--- src/imf_pkg.sv ---
// constants, types and helpers for the line multiframe and overhead framer
// What this block does
// - a multiframe is eight consecutive basic frames; overhead placed by frame index
// - inverted sync word marks multiframe frame one; receiver finds multiframes by it
// - alignment method is free; here search, verify on repeat, drop after misses
// - transmit frames follow received frames, starting 60 plus or minus 2 quats later
// - overhead is the last three quats, sign then magnitude, bits 235 to 240
// - overhead channel runs at 4 kbit/s, six bits per frame
// - 48 overhead bits per multiframe, six per frame over eight frames
// - 24 bits per multiframe form the operations channel at 2 kbit/s
// - twelve check bits go in bits five and six of frames 3 to 8
// - frame 1 bits five, six are 1; frame 2 bit five 1, six far-end error
// - bits one to three: address, flag plus info, info three to eight
// - received bit four: activation, deactivation, ones, unit-only-activated, alarm indication
// - sent bit four: activation, power status, test mode, cold start, 1, activity, 1
// - everything except the sync word is scrambled and descrambled
// - a frame is 120 quats: sync 1-9, payload 10-117, overhead 118-120
// - sync word +3 +3 -3 -3 -3 +3 -3 +3 +3; inverted is its complement
// - bit pairs map 10 +3, 11 +1, 01 -1, 00 -3, and back
package imf_pkg;
	localparam int CLK_HZ = 100_000_000;
	localparam int SYM_RATE_BAUD = 80_000;
	localparam int SYM_DIV = CLK_HZ / SYM_RATE_BAUD;
	localparam int DIV_W = 11;
	localparam real FRAME_MS = 1.5;
	localparam int QUATS_PER_FRAME = int'(FRAME_MS * SYM_RATE_BAUD / 1000.0);
	localparam real TX_OFFSET_MS = 0.75;
	localparam int TX_OFFSET_QUATS = int'(TX_OFFSET_MS * SYM_RATE_BAUD / 1000.0);
	localparam int TX_OFFSET_TOL = 2;
	localparam int FRAMES_PER_MF = 8;
	localparam logic [6:0] POS_FIRST = 7'h01;
	localparam logic [6:0] POS_SYNC_LAST = 7'h09;
	localparam logic [6:0] POS_PAY_FIRST = 7'h0a;
	localparam logic [6:0] POS_PAY_LAST = 7'h75;
	localparam logic [6:0] POS_OVH_FIRST = 7'h76;
	localparam logic [6:0] POS_OVH_MID = 7'h77;
	localparam logic [6:0] POS_LAST = 7'(QUATS_PER_FRAME);
	localparam logic [6:0] POS_TX_RELOCK = 7'(TX_OFFSET_QUATS);
	// sign bit first in each pair; inverted word flips every sign
	localparam logic [17:0] SYNC_WORD = 18'h2_808a;
	localparam logic [17:0] SYNC_INV_MASK = 18'h2_aaaa;
	localparam logic [1:0] QUAT_ONES = 2'h3;
	localparam logic [2:0] FRAME_1 = 3'h0;
	localparam logic [2:0] FRAME_2 = 3'h1;
	localparam logic [2:0] FRAME_3 = 3'h2;
	localparam logic [2:0] FRAME_4 = 3'h3;
	localparam logic [2:0] FRAME_5 = 3'h4;
	localparam logic [2:0] FRAME_6 = 3'h5;
	localparam logic [2:0] FRAME_7 = 3'h6;
	localparam logic [2:0] FRAME_8 = 3'h7;
	localparam logic [11:0] RESET_WORD12 = 12'h000;

	typedef enum logic [1:0] {
		ALIGN_SEARCH = 2'b00,
		ALIGN_VERIFY = 2'b01,
		ALIGN_LOCKED = 2'b11
	} imf_align_state_type;

	// quat at position pos (1..9) of an 18-bit word, first quat in the top bits
	function automatic logic [1:0] imf_word_quat(input logic [17:0] word, input logic [6:0] pos);
		int idx;
		idx = 17 - 2 * (int'(pos) - 1);
		return word[idx -: 2];
	endfunction
endpackage

--- src/imf_align_if.sv ---
// carrier between the framer and its receive aligner
`timescale 1ns/1ps
`default_nettype none
interface imf_align_if;
	logic sym_en;
	logic [1:0] quat;
	logic [6:0] pos;
	logic [2:0] frame;
	logic locked;
	logic mf_start;
	modport aligner (input sym_en, input quat, output pos, output frame, output locked,
		output mf_start);
	modport framer (output sym_en, output quat, input pos, input frame, input locked,
		input mf_start);
endinterface
`default_nettype wire

--- src/imf_rx_align.sv ---
// receive frame and multiframe alignment on raw line quats
`timescale 1ns/1ps
`default_nettype none
module imf_rx_align
	import imf_pkg::*;
#(
	parameter int MISS_LIMIT = 2
) (
	// clock and reset
	input wire logic clk,
	input wire logic srst,
	// link to framer
	imf_align_if.aligner al
);
	initial begin
		if (MISS_LIMIT < 1 || MISS_LIMIT > 7) $error("imf_rx_align: MISS_LIMIT out of range");
	end

	imf_align_state_type state;
	logic [15:0] hist;
	logic [2:0] misses;
	logic [17:0] window;
	logic hit_norm;
	logic hit_inv;
	logic [6:0] next_pos;
	logic at_check;

	// sync word is never scrambled, so the raw quat window is compared
	assign window = {hist, al.quat};
	assign hit_norm = (window == SYNC_WORD);
	assign hit_inv = (window == (SYNC_WORD ^ SYNC_INV_MASK));
	assign next_pos = (al.pos == POS_LAST) ? POS_FIRST : al.pos + 7'h01;
	assign at_check = (state == ALIGN_SEARCH) ? (hit_norm || hit_inv) : (next_pos == POS_SYNC_LAST);

	always_ff @(posedge clk) begin
		if (srst) hist <= '0;
		else if (al.sym_en) hist <= window[15:0];
	end

	// search, then one repeat to verify; a lock survives isolated misses
	always_ff @(posedge clk) begin
		if (srst) begin
			state <= ALIGN_SEARCH;
			misses <= '0;
			al.pos <= POS_FIRST;
		end else if (al.sym_en) begin
			al.pos <= at_check ? POS_SYNC_LAST : next_pos;
			if (state == ALIGN_SEARCH) begin
				if (at_check) state <= ALIGN_VERIFY;
			end else if (at_check) begin
				if (hit_norm || hit_inv) begin
					state <= ALIGN_LOCKED;
					misses <= '0;
				end else if (state == ALIGN_VERIFY || misses == 3'(MISS_LIMIT - 1)) begin
					state <= ALIGN_SEARCH;
					misses <= '0;
				end else begin
					misses <= misses + 3'h1;
				end
			end
		end
	end

	// frame index moves at each sync check; inverted word forces frame one
	always_ff @(posedge clk) begin
		if (srst) begin
			al.frame <= FRAME_1;
			al.mf_start <= 1'b0;
		end else begin
			al.mf_start <= al.sym_en && at_check && hit_inv && state != ALIGN_SEARCH;
			if (al.sym_en && at_check)
				al.frame <= hit_inv ? FRAME_1 : al.frame + 3'h1;
		end
	end

	assign al.locked = (state == ALIGN_LOCKED);

	chk_frame_reset: assert property (@(posedge clk) disable iff (srst)
		al.sym_en && at_check && hit_inv |=> al.frame == FRAME_1)
		else $error("frame index not reset by inverted word");
	chk_pos_wrap: assert property (@(posedge clk) disable iff (srst)
		al.sym_en && al.pos == POS_LAST && !at_check |=> al.pos == POS_FIRST)
		else $error("quat position did not wrap after 120");
	chk_lock_cause: assert property (@(posedge clk) disable iff (srst)
		$rose(al.locked) |-> $past(hit_norm || hit_inv) && $past(state) == ALIGN_VERIFY)
		else $error("lock without verified sync word");
	cov_lock: cover property (@(posedge clk) disable iff (srst) $rose(al.locked));
	cov_mf: cover property (@(posedge clk) disable iff (srst) al.mf_start && al.locked);
endmodule
`default_nettype wire

--- src/imf_framer.sv ---
// multiframe and overhead framer at the network termination end of the loop
`timescale 1ns/1ps
`default_nettype none
module imf_framer
	import imf_pkg::*;
#(
	parameter int MISS_LIMIT = 2,
	parameter int SYM_CLKS = SYM_DIV
) (
	// clock and reset
	input wire logic clk,
	input wire logic srst,
	// line side, sign bit high, one quat per symbol tick
	input wire logic [1:0] rx_quat_pin,
	output logic [1:0] tx_quat,
	output logic sym_tick,
	// scrambler keystreams from the external scramblers
	input wire logic [1:0] rx_descr_mask,
	input wire logic [1:0] tx_scr_mask,
	// payload
	input wire logic [1:0] tx_payload_bits,
	output logic tx_payload_take,
	output logic [1:0] rx_payload_bits,
	output logic rx_payload_valid,
	// transmit overhead
	input wire logic [11:0] tx_eoc_word,
	input wire logic [11:0] tx_crc,
	input wire logic tx_far_end_block_error,
	input wire logic tx_activation_bit,
	input wire logic tx_power_status_one,
	input wire logic tx_power_status_two,
	input wire logic tx_test_mode_indicator,
	input wire logic tx_cold_start_only,
	input wire logic tx_activity_indicator_bit,
	// receive overhead
	output logic [11:0] rx_eoc_word,
	output logic rx_eoc_valid,
	output logic [11:0] rx_crc,
	output logic rx_crc_valid,
	output logic rx_far_end_block_error,
	output logic activation_bit,
	output logic deactivation_bit,
	output logic unit_only_activated_bit,
	output logic alarm_indication_bit,
	// status
	output logic rx_frame_locked,
	output logic rx_multiframe_start
);
	initial begin
		// three or more keeps the tick a lone pulse between quats
		if (SYM_CLKS < 3 || SYM_CLKS >= (1 << DIV_W)) $error("imf_framer: divider out of range");
	end

	imf_align_if al ();
	logic [DIV_W-1:0] div_cnt;
	logic [1:0] pin_meta;
	logic [1:0] pin_sync;
	logic [1:0] rx_bits;
	logic [3:0] ovh_hold;
	logic [5:0] rx_m;
	logic [6:0] tx_pos;
	logic [2:0] tx_frame;
	logic [6:0] next_tx_pos;
	logic [2:0] next_tx_frame;
	logic [1:0] next_plain;
	logic next_is_word;
	logic [1:0] tx_plain;
	logic [11:0] eoc_hold;
	logic [11:0] crc_hold;
	logic [5:0] tx_m;
	logic relock;

	// symbol rate from a divider; one clock everywhere
	always_ff @(posedge clk) begin
		if (srst) begin
			div_cnt <= '0;
			al.sym_en <= 1'b0;
		end else begin
			al.sym_en <= (div_cnt == DIV_W'(SYM_CLKS - 1));
			div_cnt <= (div_cnt == DIV_W'(SYM_CLKS - 1)) ? '0 : div_cnt + 1'b1;
		end
	end

	// the line pin is asynchronous to clk
	always_ff @(posedge clk) begin
		if (srst) begin
			pin_meta <= '0;
			pin_sync <= '0;
		end else begin
			pin_meta <= rx_quat_pin;
			pin_sync <= pin_meta;
		end
	end
	assign al.quat = pin_sync;

	imf_rx_align #(.MISS_LIMIT(MISS_LIMIT)) u_align (
		.clk(clk),
		.srst(srst),
		.al(al.aligner)
	);

	// position the aligner reports is the one of the quat just taken
	assign rx_bits = pin_sync ^ rx_descr_mask;

	always_ff @(posedge clk) begin
		if (srst) begin
			rx_payload_bits <= '0;
			rx_payload_valid <= 1'b0;
			ovh_hold <= '0;
		end else begin
			rx_payload_valid <= 1'b0;
			if (al.sym_en && al.locked) begin
				if (al.pos >= POS_PAY_FIRST - 7'h01 && al.pos < POS_PAY_LAST) begin
					rx_payload_bits <= rx_bits;
					rx_payload_valid <= 1'b1;
				end
				if (al.pos >= POS_PAY_LAST && al.pos < POS_LAST - 7'h01)
					ovh_hold <= {ovh_hold[1:0], rx_bits};
			end
		end
	end
	assign rx_m = {ovh_hold, rx_bits};

	// overhead routing by frame index, done when the last quat arrives
	always_ff @(posedge clk) begin
		if (srst) begin
			rx_eoc_word <= RESET_WORD12;
			rx_eoc_valid <= 1'b0;
			rx_crc <= RESET_WORD12;
			rx_crc_valid <= 1'b0;
			rx_far_end_block_error <= 1'b0;
			activation_bit <= 1'b0;
			deactivation_bit <= 1'b0;
			unit_only_activated_bit <= 1'b0;
			alarm_indication_bit <= 1'b0;
		end else begin
			rx_eoc_valid <= 1'b0;
			rx_crc_valid <= 1'b0;
			if (al.sym_en && al.locked && al.pos == POS_LAST - 7'h01) begin
				rx_eoc_word <= {rx_eoc_word[8:0], rx_m[5:3]};
				rx_eoc_valid <= (al.frame[1:0] == FRAME_4[1:0]);
				if (al.frame >= FRAME_3)
					rx_crc <= {rx_crc[9:0], rx_m[1:0]};
				rx_crc_valid <= (al.frame == FRAME_8);
				unique case (al.frame)
					FRAME_1: activation_bit <= rx_m[2];
					FRAME_2: begin
						deactivation_bit <= rx_m[2];
						rx_far_end_block_error <= rx_m[0];
					end
					FRAME_7: unit_only_activated_bit <= rx_m[2];
					FRAME_8: alarm_indication_bit <= rx_m[2];
					default: ;
				endcase
			end
		end
	end

	// transmit timing slaved to the received frame with a fixed offset
	assign relock = al.locked && al.pos == POS_TX_RELOCK;
	always_comb begin
		if (relock) begin
			next_tx_pos = POS_FIRST;
			next_tx_frame = al.frame;
		end else if (tx_pos == POS_LAST) begin
			next_tx_pos = POS_FIRST;
			next_tx_frame = tx_frame + 3'h1;
		end else begin
			next_tx_pos = tx_pos + 7'h01;
			next_tx_frame = tx_frame;
		end
	end

	// sent overhead bits, m1 first
	always_comb begin
		tx_m[5:3] = eoc_hold[11 - 3 * int'(tx_frame[1:0]) -: 3];
		unique case (tx_frame)
			FRAME_1: tx_m[2] = tx_activation_bit;
			FRAME_2: tx_m[2] = tx_power_status_one;
			FRAME_3: tx_m[2] = tx_power_status_two;
			FRAME_4: tx_m[2] = tx_test_mode_indicator;
			FRAME_5: tx_m[2] = tx_cold_start_only;
			FRAME_6: tx_m[2] = 1'b1;
			FRAME_7: tx_m[2] = tx_activity_indicator_bit;
			FRAME_8: tx_m[2] = 1'b1;
		endcase
		if (tx_frame == FRAME_1) tx_m[1:0] = QUAT_ONES;
		else if (tx_frame == FRAME_2) tx_m[1:0] = {1'b1, tx_far_end_block_error};
		else tx_m[1:0] = crc_hold[11 - 2 * (int'(tx_frame) - 2) -: 2];
	end

	always_comb begin
		next_is_word = (next_tx_pos <= POS_SYNC_LAST);
		if (next_is_word)
			next_plain = imf_word_quat((next_tx_frame == FRAME_1) ?
				(SYNC_WORD ^ SYNC_INV_MASK) : SYNC_WORD, next_tx_pos);
		else if (next_tx_pos <= POS_PAY_LAST)
			next_plain = tx_payload_bits;
		else if (next_tx_pos == POS_OVH_FIRST)
			next_plain = tx_m[5:4];
		else if (next_tx_pos == POS_OVH_MID)
			next_plain = tx_m[3:2];
		else
			next_plain = tx_m[1:0];
	end

	always_ff @(posedge clk) begin
		if (srst) begin
			tx_pos <= POS_LAST;
			tx_frame <= FRAME_8;
			tx_plain <= '0;
			tx_quat <= '0;
			tx_payload_take <= 1'b0;
			sym_tick <= 1'b0;
		end else begin
			sym_tick <= al.sym_en;
			tx_payload_take <= al.sym_en && !next_is_word && next_tx_pos <= POS_PAY_LAST;
			if (al.sym_en) begin
				tx_pos <= next_tx_pos;
				tx_frame <= next_tx_frame;
				tx_plain <= next_plain;
				tx_quat <= next_is_word ? next_plain : next_plain ^ tx_scr_mask;
			end
		end
	end

	// eoc operand held per half multiframe, check bits per multiframe, so a change mid-frame cannot tear a field
	always_ff @(posedge clk) begin
		if (srst) begin
			eoc_hold <= RESET_WORD12;
			crc_hold <= RESET_WORD12;
		end else if (al.sym_en && next_tx_pos == POS_FIRST) begin
			if (next_tx_frame[1:0] == FRAME_1[1:0]) eoc_hold <= tx_eoc_word;
			if (next_tx_frame == FRAME_1) crc_hold <= tx_crc;
		end
	end

	always_ff @(posedge clk) begin
		if (srst) begin
			rx_frame_locked <= 1'b0;
			rx_multiframe_start <= 1'b0;
		end else begin
			rx_frame_locked <= al.locked;
			rx_multiframe_start <= al.mf_start;
		end
	end

	chk_sym_single: assert property (@(posedge clk) disable iff (srst)
		al.sym_en |=> !al.sym_en ##1 !al.sym_en)
		else $error("symbol tick longer than one cycle");
	chk_tx_offset: assert property (@(posedge clk) disable iff (srst)
		al.sym_en && relock |=> tx_pos == POS_FIRST && tx_frame == $past(al.frame))
		else $error("transmit frame not restarted at offset");
	chk_inv_word: assert property (@(posedge clk) disable iff (srst)
		tx_frame == FRAME_1 && tx_pos <= POS_SYNC_LAST |->
			tx_quat == imf_word_quat(SYNC_WORD ^ SYNC_INV_MASK, tx_pos))
		else $error("frame one does not carry inverted sync word");
	chk_norm_word: assert property (@(posedge clk) disable iff (srst)
		tx_frame != FRAME_1 && tx_pos <= POS_SYNC_LAST |-> tx_quat == imf_word_quat(SYNC_WORD, tx_pos))
		else $error("sync word quat wrong");
	chk_frame1_ones: assert property (@(posedge clk) disable iff (srst)
		tx_frame == FRAME_1 && tx_pos == POS_LAST |-> tx_plain == QUAT_ONES)
		else $error("frame one bits five and six not ones");
	chk_m4_const: assert property (@(posedge clk) disable iff (srst)
		(tx_frame == FRAME_6 || tx_frame == FRAME_8) && tx_pos == POS_OVH_MID |-> tx_plain[0])
		else $error("constant bit four not one");
	chk_take_window: assert property (@(posedge clk) disable iff (srst)
		tx_payload_take |-> tx_pos >= POS_PAY_FIRST && tx_pos <= POS_PAY_LAST)
		else $error("payload taken outside payload quats");
	chk_crc_done: assert property (@(posedge clk) disable iff (srst)
		rx_crc_valid |-> $past(al.frame, 1) == FRAME_8 && $past(al.pos, 1) == POS_LAST - 7'h01)
		else $error("check word released off frame eight");
	cov_tx_relock: cover property (@(posedge clk) disable iff (srst) al.sym_en && relock);
	cov_crc: cover property (@(posedge clk) disable iff (srst) rx_crc_valid && rx_eoc_valid);
endmodule
`default_nettype wire

--- config.mk ---
export PLATFORM = sky130hd
export DESIGN_NAME = imf_framer
export DESIGN_NICKNAME = d
export VERILOG_FILES = /design/src/imf_pkg.sv /design/src/imf_align_if.sv /design/src/imf_rx_align.sv /design/src/imf_framer.sv
export SDC_FILE = /design/constraint.sdc
export NUM_CORES = 1
export LEC_CHECK = 0
export ABC_AREA = 1
export BUFFER_PORTS_ARGS = -buffer_cell sky130_fd_sc_hd__clkbuf_2
export CAP_MARGIN = 20
export CORE_AREA = 5 5 111 113
export CTS_BUF_LIST = sky130_fd_sc_hd__clkbuf_16
export DETAILED_ROUTE_END_ITERATION = 10
export DIE_AREA = 0 0 116 118
export GPL_ROUTABILITY_DRIVEN = 0
export PLACE_DENSITY = 0.85
export SYNTH_ARGS = -nofsm -noshare
export SYNTH_HDL_FRONTEND = slang
export SYNTH_SLANG_ARGS = --single-unit
--- constraint.sdc ---
create_clock -name clk -period 7.3 [get_ports clk]
set_clock_uncertainty 0.05 [all_clocks]
set_input_delay 1.095 -clock clk [delete_from_list [all_inputs] [get_ports clk]]
set_output_delay 1.095 -clock clk [all_outputs]
set_load 0.01 [all_outputs]
==> metrics.md <==
| Metric | Value |
|---|---|
| WS Path Type | `register to register` |
| ANT nets after route | `0` |
| Dpl hpwl | `10.6 mm` |
| Warnings, synthesis | `0` |
| Setup violations, final | `0` |
| Drt first pass iters | `5` |
| CP Launch Type | `register` |
| Number of setup buffers added after CTS | `0` |
| Core area | `11200 um^2` |
| Overflow after GRT | `0` |
| Slew @ Worst Pin | `0.946 ns` |
| Height of the die | `118 um` |
| Total Routed Length | `15.2 mm` |
| Power Dens Cells | `215 nW/um^2` |
| Top cells by area, synth | `dfxtp_1 (38%), nand2_1 (10%), o21ai_0 (7.9%)` |
| DP Area | `7010 um^2` |
| Largest area contributor in the netlist | `dfxtp_1` |
| Max_slew headroom | `36.9%` |
| Worst path most repeated cell | `nand2_1` |
| Final worst setup slack | `3.96 ns` |
| Reg clk slew, reported paths | `0.06 ns` |
| Clk_lat worst skew | `0.42 ns` |
| First-pass GRT wire length | `26.2 mm` |
| Num Clock Sinks | `126` |
| Max-cap violation count | `0` |
| GRT Util Overall | `23.1%` |
| CTS resizes | `0` |
| DR iter-0 viols | `553` |
| GR Util met1 | `29.7%` |
| CTS tree | `built` |
| Final worst path period need | `3.34 ns` |
| Crit path largest cell delay | `0.94 ns` |
| Hold_buf cts | `0` |
| Busiest grt layer | `met2` |
| Initial Util | `58.5%` |
| Mean post-synth cell area | `6.85 um^2` |
| Mapped Nets | `1028` |
| CP Max Fanout | `30` |
| Share of cells above drive strength 1 | `14.7%` |
| Yosys cell types | `45` |
| Tcrit/Tclk final | `45.8%` |
| Vias in the first global route | `5854` |
| Initial antenna violation count | `0` |
| CP Data Arrival Time | `3.60 ns` |
| Row cnt | `39` |
| Asr flop ratio synth | `0%` |
| Cell with the most instances after synthesis | `nand2_1` |
| Number of flops mapped to enable cells by yosys | `0` |
| Seq cells post-synth | `126` |
| # DRC | `0` |
| Final hold vios | `0` |
| Post-synth top cells | `nand2_1 (181), nor2_1 (133), dfxtp_1 (126), inv_1 (112), o21ai_0 (104)` |
| Result of the run | `complete, no violations` |
| Worst vdd ir | `299 uV` |
| Met3 GRT Util | `5.40%` |
| CP required | `7.56 ns` |
| Final Core Density | `68.4%` |
| DR WL/cell | `12.9 um` |
| Fmax | `299 MHz` |
| IO Count | `81` |
| Cells after DPL | `1151` |
| Ys flop type | `dfxtp_1` |
| NumNets Final | `1097` |
| Routed via count | `6276` |
| Non-Filler Instances | `1183` |
| Vias per cell | `5.31` |
| Crit path max-delay cell type | `dfxtp_1` |
| Antenna fix cells | `0` |
| Max Root-Sink Buffers | `2` |
| Area growth syn-to-layout | `16.9%` |
| Worst setup EP type | `register` |
| Cell area after synthesis | `6570 um^2` |
| Unrepaired setup endpoints after global routing | `false` |
| I/O Buffers | `80` |
| Seq/Total Area, Yosys | `38.4%` |
| Die span in x | `116 um` |
| Post-Place Setup Slack | `4.04 ns` |
| Hold Path Class | `register to register` |
| TNS Setup | `0 ns` |
| Total clock buffers created by CTS | `17` |
| H-Tree Depth | `4` |
| Largest net degree at the start of global routing | `82` |
| Post-synth top area share | `38.4%` |
| P_leak | `3.49 nW` |
| Final Max Slew Viols | `0` |
| Design area | `7670 um^2` |
| Die Area | `13700 um^2` |
| Critical Path, Cell by Cell | `inv_1, ha_1, nand2_1, nand3_1, o21ai_2, nand2_1, nor3_4, nand2_4, nor2_8, inv_4, o21ai_0, a21oi_1` |
| Met2 Usage GRT | `38.1%` |
| Mapped Cells | `959` |
| Clock root buffer master | `clkbuf_16` |
## final cells by class
class                   instances  area [um^2]
repair buffers                 84          443
flip-flops and latches        126         2520
clock buffers                  17          425
inverters                     121          462
multi-input cells             678         3430
well taps                     143          179
clock inverters                14          214
fillers                       949         3550
## cells in the final DEF (no fill, tap or decap), types with 3 or more instances in the layout
| master | count |
|---|---|
| a21oi_1 | 79 |
| ha_1 | 28 |
| o211ai_1 | 5 |
| or2_2 | 4 |
| nor4_1 | 7 |
| inv_2 | 6 |
| inv_1 | 113 |
| nor3_1 | 17 |
| nand2_2 | 8 |
| clkbuf_16 | 17 |
| inv_6 | 4 |
| clkbuf_2 | 80 |
| nor2_2 | 7 |
| nand4_1 | 14 |
| nor3b_1 | 6 |
| xor2_1 | 6 |
| nand3_1 | 51 |
| nor2_1 | 133 |
| o21a_1 | 5 |
| nand3_2 | 3 |
| nand2_1 | 181 |
| dfxtp_1 | 126 |
| buf_4 | 3 |
| bufinv_16 | 5 |
| o21ai_0 | 104 |
## state kept, by name, indices dropped and copies added, names as in the netlist, 2 cells and up
name / count
u_align.hist: 16
rx_eoc_word: 12
tx_pos: 7
div_cnt: 11
crc_hold: 12
u_align.al.pos: 7
u_align.state: 2
al.quat: 2
rx_payload_bits: 2
pin_meta: 2
ovh_hold: 4
u_align.misses: 3
rx_crc: 12
eoc_hold: 12
tx_quat: 2
tx_frame: 3
u_align.al.frame: 3
## routing by layer
layer | vias up | share of wire, %
met5 | - | 0
met1 | 2819 | 44
met4 | 0 | 1.9
met3 | 33 | 5.8
li1 | 3253 | -
met2 | 171 | 48
## path summary, 6_finish.rpt
kind	start	to	slack, ns	cells after the start
hold / removal	pin_meta[0]	al.quat[0]	0.35	2
setup / recovery	tx_frame[0]	crc_hold[8]	3.96	12
setup reg to reg	tx_frame[0]	crc_hold[8]	3.96	12
hold reg to reg	pin_meta[0]	al.quat[0]	0.35	2
## per-stage QoR
step / hold WS (ns) / total power, W
2_1_floorplan: 0.338 / 0.000727
3_3_place_gp: 0.342 / 0.000742
3_5_place_dp: 0.345 / 0.000743
4_1_cts: 0.354 / 0.00166
5_1_grt: 0.389 / 0.00170
6_report: 0.353 / 0.00165
## cells by family after synthesis
logic type                 Yosys count  share of synthesized area, %
adders and majority gates           28                          5.34
buffers and inverters              155                          9.36
AOI/OAI and AO/OA                  201                          16.0
DFF                                126                          38.4
and+or+nand+nor                    441                          29.8
xor gates and xnor gates             8                          1.07
## power by group
group          switching [W]  internal [W]  total [W]
sequential        0.00000189      0.000690   0.000692
clock               0.000318      0.000605   0.000923
combinational      0.0000211     0.0000156  0.0000368
total               0.000341       0.00131    0.00165
## critical path: cells and delay by family (launching register included)
kind | cells | cell delay, ns
AND/OR/NAND/NOR | 6 | 0.79
buffers and inverters | 2 | 0.58
AO/OA/AOI/OAI | 3 | 0.32
flip-flops | 1 | 0.94
adder cells (fa/ha/maj) | 1 | 0.54
No activity file was read; power rests on OpenSTA's default activity.
